## config.mk

```make
export PLATFORM = sky130hd
export DESIGN_NAME = tcp_timer
export DESIGN_NICKNAME = d
export VERILOG_FILES = /design/src/design/tcp_pkg.sv /design/src/design/tcp_timer.sv /design/src/design/tcp_prescaler.sv
export VERILOG_INCLUDE_DIRS = /design/src /design/src/design
export SDC_FILE = /design/constraint.sdc
export NUM_CORES = 1
export LEC_CHECK = 0
export BUFFER_PORTS_ARGS = -buffer_cell sky130_fd_sc_hd__buf_2
export CAP_MARGIN = 20
export CORE_MARGIN = 4
export CORE_UTILIZATION = 35
export CTS_CLUSTER_DIAMETER = 150
export DETAILED_ROUTE_END_ITERATION = 8
export PLACE_DENSITY = 0.73
export SYNTH_ARGS = -nofsm -noshare
export SYNTH_HDL_FRONTEND = slang
export SYNTH_SLANG_ARGS = --single-unit
```

## constraint.sdc

```tcl
create_clock -name pclk -period 4.19 [get_ports pclk]
set_input_delay 0.2095 -clock pclk [delete_from_list [all_inputs] [get_ports pclk]]
set_output_delay 0.2095 -clock pclk [all_outputs]
set_load 0.01 [all_outputs]
```

## src/design/tcp_consts.svh

```systemverilog
// Purpose: shared constants for the prescaled timer/counter
// Assumes: included by bare name; definitions only
// Notes: apb word offsets and option field positions
`ifndef TCP_CONSTS_SVH
`define TCP_CONSTS_SVH

// =====================================================
// register map (byte addresses)
`define TCP_OFF_COUNT 12'h000
`define TCP_OFF_OPTION 12'h004
`define TCP_OFF_STATUS 12'h008

// =====================================================
// option register fields and reset
`define TCP_OPT_PS_LSB 0
`define TCP_OPT_PS_MSB 2
`define TCP_OPT_ASSIGN 3
`define TCP_OPT_EDGE 4
`define TCP_OPT_SOURCE 5
`define TCP_OPT_WIDTH 6
`define TCP_OPT_RESET 6'h3f

// =====================================================
// timing and counts
`define TCP_COUNT_RESET 8'h00
`define TCP_INHIBIT_CYCLES 2'h2
`define TCP_PS_WIDTH 8

`endif

```

## src/design/tcp_pkg.sv

```systemverilog
// Purpose: types for the prescaled timer/counter
// Assumes: nothing
// Notes: states are one-hot
package tcp_pkg;

    // =====================================================
    // write-inhibit sequencer states
    typedef enum logic [2:0] {
        TCP_RUN = 3'h1,
        TCP_HOLD1 = 3'h2,
        TCP_HOLD2 = 3'h4
    } tcp_inh_state_t;

endpackage

```

## src/design/tcp_timer.sv

```systemverilog
// Purpose: 8-bit timer/counter with shared prescaler, apb slave
// Assumes: pclk is the instruction-cycle clock, 25 MHz
// Notes: count pin is asynchronous and synchronised here
//
// Operation
// - eight-bit count register, readable and writable
// - source select zero gives timer mode
// - timer mode counts every instruction cycle when the assign bit is one
// - write inhibits counting for two cycles
// - source select one counts pin events
// - counter mode counts one chosen pin edge
// - edge select zero rising, one falling
// - prescaler serves exactly one user
// - assign bit zero gives prescaler to timer
// - prescaler count hidden from software
// - prescale ratios 1:2 through 1:256
`timescale 1ns/10ps
`include "tcp_consts.svh"

module tcp_timer (
    // apb clock and reset
    input wire logic pclk,
    input wire logic presetn,
    // apb slave
    input wire logic psel,
    input wire logic penable,
    input wire logic pwrite,
    input wire logic [11:0] paddr,
    input wire logic [31:0] pwdata,
    input wire logic [3:0] pstrb,
    output logic [31:0] prdata,
    output logic pready,
    output logic pslverr,
    // external count pin
    input wire logic external_count_pin,
    // watchdog side of the shared prescaler
    input wire logic watchdog_tick,
    output logic watchdog_tick_scaled
);

    // =====================================================
    // declarations
    logic [7:0] timer_count_reg;
    logic [7:0] timer_count_next;
    logic [5:0] option_reg;
    tcp_pkg::tcp_inh_state_t inh_reg;
    tcp_pkg::tcp_inh_state_t inh_next;
    logic pin_meta_reg;
    logic pin_sync_reg;
    logic pin_prev_reg;
    logic assign_prev_reg;
    logic [31:0] prdata_reg;

    // =====================================================
    // apb decode
    wire apb_access = psel && penable;
    wire apb_wr = apb_access && pwrite;
    wire hit_count = (paddr == `TCP_OFF_COUNT);
    wire hit_option = (paddr == `TCP_OFF_OPTION);
    wire hit_status = (paddr == `TCP_OFF_STATUS);
    wire hit_any = hit_count || hit_option || hit_status;
    wire wr_count = apb_wr && hit_count && pstrb[0];
    wire wr_option = apb_wr && hit_option && pstrb[0];

    // zero-wait slave; unmapped addresses answer with an error
    assign pready = 1'b1;
    assign pslverr = apb_access && !hit_any;
    assign prdata = prdata_reg;

    // =====================================================
    // option fields
    wire src_pin = option_reg[`TCP_OPT_SOURCE];
    wire edge_fall = option_reg[`TCP_OPT_EDGE];
    wire ps_to_wdt = option_reg[`TCP_OPT_ASSIGN];
    wire [2:0] ps_rate = option_reg[`TCP_OPT_PS_MSB:`TCP_OPT_PS_LSB];

    // =====================================================
    // count events
    wire pin_rise = pin_sync_reg && !pin_prev_reg;
    wire pin_fall = !pin_sync_reg && pin_prev_reg;
    wire pin_event = edge_fall ? pin_fall : pin_rise;
    // timer mode ticks every cycle, counter mode on pin edges
    wire raw_event = src_pin ? pin_event : 1'b1;

    // =====================================================
    // prescaler routing: one user at a time
    wire ps_in = ps_to_wdt ? watchdog_tick : raw_event;
    wire ps_out;
    // clear on reassignment; the new user still sees the stale phase for one cycle
    wire ps_clear = (ps_to_wdt != assign_prev_reg) || wr_count;

    // hidden prescale count, no bus path to it
    tcp_prescaler #(
        .WIDTH(`TCP_PS_WIDTH)
    ) u_prescaler (
        .pclk(pclk),
        .presetn(presetn),
        .clear(ps_clear),
        .tick_in(ps_in),
        .rate_sel(ps_rate),
        .tick_out(ps_out)
    );

    // divided when assigned here, undivided otherwise
    wire count_event = ps_to_wdt ? raw_event : ps_out;
    assign watchdog_tick_scaled = ps_to_wdt ? ps_out : watchdog_tick;

    // =====================================================
    // write-inhibit sequencer
    wire inhibit = (inh_reg != tcp_pkg::TCP_RUN);

    always_comb begin
        case (inh_reg)
            tcp_pkg::TCP_RUN: begin
                inh_next = tcp_pkg::TCP_RUN;
            end
            tcp_pkg::TCP_HOLD1: begin
                inh_next = tcp_pkg::TCP_HOLD2;
            end
            tcp_pkg::TCP_HOLD2: begin
                inh_next = tcp_pkg::TCP_RUN;
            end
            default: begin
                inh_next = tcp_pkg::TCP_RUN;
            end
        endcase
        if (wr_count) begin
            inh_next = tcp_pkg::TCP_HOLD1;
        end
    end

    // =====================================================
    // count next value; natural 8-bit wrap
    always_comb begin
        timer_count_next = timer_count_reg;
        if (wr_count) begin
            timer_count_next = pwdata[7:0];
        end else if (count_event && !inhibit) begin
            timer_count_next = timer_count_reg + 8'h01;
        end
    end

    // =====================================================
    // pin synchroniser and edge history
    always_ff @(posedge pclk or negedge presetn) begin
        if (!presetn) begin
            pin_meta_reg <= 1'b0;
            pin_sync_reg <= 1'b0;
            pin_prev_reg <= 1'b0;
        end else begin
            pin_meta_reg <= external_count_pin;
            pin_sync_reg <= pin_meta_reg;
            pin_prev_reg <= pin_sync_reg;
        end
    end

    // =====================================================
    // count, option and inhibit state
    always_ff @(posedge pclk or negedge presetn) begin
        if (!presetn) begin
            timer_count_reg <= `TCP_COUNT_RESET;
            option_reg <= `TCP_OPT_RESET;
            inh_reg <= tcp_pkg::TCP_RUN;
            assign_prev_reg <= 1'b1;
        end else begin
            timer_count_reg <= timer_count_next;
            inh_reg <= inh_next;
            assign_prev_reg <= ps_to_wdt;
            if (wr_option) begin
                option_reg <= pwdata[`TCP_OPT_WIDTH-1:0];
            end
        end
    end

    // =====================================================
    // read data register, loaded in the setup cycle
    wire [31:0] rd_mux =
        hit_count ? {24'h000000, timer_count_reg} :
        hit_option ? {26'h0000000, option_reg} :
        hit_status ? {31'h00000000, inhibit} : 32'h00000000;

    always_ff @(posedge pclk or negedge presetn) begin
        if (!presetn) begin
            prdata_reg <= 32'h00000000;
        end else if (psel && !penable && !pwrite) begin
            prdata_reg <= rd_mux; // sampled in setup, shown in access
        end
    end

endmodule

```

## src/design/tcp_prescaler.sv

```systemverilog
// Purpose: free running prescale counter with tap select
// Assumes: tick_in is a one-cycle enable from the same clock
// Notes: count is never visible to software
`timescale 1ns/10ps
`include "tcp_consts.svh"

module tcp_prescaler #(
    parameter int WIDTH = `TCP_PS_WIDTH
) (
    // clock and reset
    input wire logic pclk,
    input wire logic presetn,
    // control
    input wire logic clear,
    input wire logic tick_in,
    input wire logic [2:0] rate_sel,
    // result
    output logic tick_out
);

    logic [WIDTH-1:0] ps_reg;
    logic [WIDTH-1:0] ps_next;
    logic [WIDTH-1:0] tap_mask;

    // ratio 2^(rate_sel+1): all low bits must be ones before wrap
    assign tap_mask = WIDTH'((9'h002 << rate_sel) - 9'h001);
    assign ps_next = ps_reg + WIDTH'(1);
    assign tick_out = tick_in && ((ps_reg & tap_mask) == tap_mask);

    // hidden counter, cleared when the assignment changes
    always_ff @(posedge pclk or negedge presetn) begin
        if (!presetn) begin
            ps_reg <= '0;
        end else if (clear) begin
            ps_reg <= '0;
        end else if (tick_in) begin
            ps_reg <= ps_next;
        end
    end

endmodule

```

==> flow_summary.toml <==
[cts]
clock_sinks = 37
cts_resized = 0
cts_tree = "yes"
cts-root-buf = "clkbuf_8"
hold_buffers = 0
path_clk_slew_ps = 70
cts_buffer_depth = 2
cts_buffers = 5
cts_setup_buffers = 0
htreeDepth = 2
clock_latency_ps = 290

[power_and_ir_drop]
p_leak_nw = 1.083
finalPower_mw = 0.9290
p_per_area_nw_per_um2 = 399.0
ir_worst_vdd_uv = 138.0

[flow_run]
maxCapViolCount = 0

[yosys]
netlist_instances = 214
synthTopCellsByArea = "dfrtp_1, dfstp_2, buf_4, mux2i_1, nor2_1"
synth_cell_types = 45
synth_flop_cell = "dfrtp_1"
synth_top_area_cell = "dfrtp_1"
async_reset_ff_share_pct = 100.0
syn_area_um2 = 2113
yosys_warnings = 0
synth_edf_count = 0
ys_seq_area_share_pct = 44.29
yosysTopAreaCellShare_pct = 34.34
synth_seq_cells = 37
avgSynthCellArea_um2 = 9.875

[critical_path]
setup.worst_path.end_class = "register"
r2r_end = "timer_count_reg[1]"
path_class = "in2reg"
required_ps = 4360
rrSetupSlack_ps = 2090
worst_setup_path_start_kind = "primary input"
reg2reg_from = "u_prescaler.ps_reg[2]"
reg2reg_depth = 5
arrival_ps = 2380
crit_fanout = 17

[timing]
rsz0062_at_grt = "false"
hold_viol_final = 0
tns_ps = 0
finalSetupViolations = 0
max_freq_ghz = 0.4536
finalClockSkew_ps = 1.109
slew_headroom_pct = 45.84
drv_slew = 0
min_period_ps = 2205
fin_crit_sh_pct = 52.62
worstMarginPinSlew_ps = 812.5

[routing]
drt_iter0_markers = 115
avgRoutedWirePerCell_um = 13.14
ant_nets = 0
via_count = 1579
drc = 0
drt_pre_antenna_iters = 4
viasPerCell = 4.858
routed_wl_um = 4271

[layout]
syn_to_final_growth_pct = 10.18
fin_cells = 325
final_layout_size_suffix_gt1_share_pct = 25.60
n_antenna_cell = 0
final_cell_area_um2 = 2328
nets = 306
final_core_util_pct = 39.56

[placement]
hpwlAfterDp_um = 3237
dp_cells = 317
routabilityCongestion = 0.8020
postPlaceCellArea_um2 = 2246
numPortBuffers = 37

[grt]
grt_max_degree = 38
antenna_found_initial = 0
track_usage_pct = 12.08
grt_pass1_wl_um = 7044
grt_pass1_vias = 1495
grt_overflow = 0

[die]
start_util_pct = 35.91
rows = 28
fp.dieArea_um2 = 7345
core-area_um2 = 5886
io_pins = 90
fp.dieH_um = 85.71
dieWidth_um = 85.71

[status]
status = "completed"

[worst_hold_path]
hp-class = "in2async"
[cells in the mapped netlist, types with 2 or more instances]
| cell | n |
|---|---|
| dfrtp_1 | 29 |
| and2_1 | 4 |
| nand4_1 | 2 |
| nand2b_1 | 2 |
| or2_2 | 2 |
| o31ai_1 | 8 |
| conb_1 | 2 |
| nor2_1 | 18 |
| inv_1 | 5 |
| nor3_1 | 2 |
| nor2b_1 | 2 |
| buf_6 | 3 |
| mux2i_1 | 7 |
| nor3b_1 | 3 |
| buf_4 | 25 |
| nand2_1 | 14 |
| xor2_1 | 4 |
| o21ai_0 | 9 |
| nor4_1 | 2 |
| xnor2_1 | 4 |
| or4_4 | 2 |
| a21oi_1 | 3 |
| and3_1 | 2 |
| dfstp_2 | 8 |
| o21a_1 | 2 |
| ha_1 | 2 |
| clkbuf_1 | 5 |
| nand3_1 | 7 |
| or3_1 | 3 |
| mux2_2 | 4 |
| or4_1 | 8 |
| a22o_1 | 2 |
| a31oi_1 | 7 |
[per-stage QoR]
| stage | setup slack, ps | hold slack [ps] |
|---|---|---|
| 2_1_floorplan | 1986 | -86.09 |
| 3_3_place_gp | 1695 | 326.8 |
| 3_5_place_dp | 1674 | 320.1 |
| 4_1_cts | 1982 | 16.63 |
| 5_1_grt | 1903 | 3.550 |
| 6_report | 1985 | 11.57 |
[worst max-delay path by stage]
stage / startpoint / end / slack, ps
after detailed placement: paddr[7] / u_prescaler.ps_reg[6] / 1670
after global routing: paddr[7] / u_prescaler.ps_reg[4] / 1900
after global placement: paddr[7] / u_prescaler.ps_reg[1] / 1700
after CTS: paddr[7] / u_prescaler.ps_reg[4] / 1980
after floorplan: paddr[7] / timer_count_reg[7] / 1990
final: paddr[7] / u_prescaler.ps_reg[0] / 1990
[per-layer routing]
layer / vias to the layer above / routed length [µm] / track usage [%]
met5: - / 0 / 0
met4: 0 / 90 / 5.468
met3: 7 / 272 / 3.458
met2: 44 / 2093 / 18.93
met1: 744 / 1814 / 15.46
li1: 784 / - / -
[report_power, final]
group	internal (mW)	total [mW]	switching, mW
Combinational	0.0985	0.202	0.103
Clock	0.115	0.238	0.123
Sequential	0.420	0.489	0.0697
Total	0.633	0.929	0.296
[cells in the final DEF, fill, tap and decap left out, types with 7 or more instances in the layout]
| cell | netlist | routed |
|---|---|---|
| a31oi_1 | 7 | 7 |
| buf_2 | 0 | 37 |
| conb_1 | 2 | 25 |
| dfrtp_1 | 29 | 29 |
| dfstp_2 | 8 | 8 |
| mux2i_1 | 7 | 7 |
| nand2_1 | 14 | 14 |
| nand3_1 | 7 | 7 |
| nor2_1 | 18 | 18 |
| o21ai_0 | 9 | 9 |
| o31ai_1 | 8 | 8 |
| or4_1 | 8 | 8 |
[worst max-delay path: stages]
cell and delay (ps):
buf_2 100, or4_4 530, or4_4 550, or3_1 640, nand2_2 270, nor2_1 70
[logic make-up after synthesis]
group	after synthesis	synth area share (%)
buf+inv	38	12.26
other cells	2	0.3554
fa+ha+maj	2	1.184
flops	37	44.29
simple gates	78	21.02
compound gates	38	12.14
xor+xnor	8	3.315
mux	11	5.447
[area by class of cell]
cell class              instances  area (µm²)
inverters                       5       18.77
fillers                       602        3557
well taps                      75       93.84
multi-input cells             162        1005
repair buffers                 38       192.7
clock buffers                   6       72.57
clock inverters                 2       10.01
flip-flops and latches         37       935.9
Note: power is estimated with default switching activity, not from simulation.
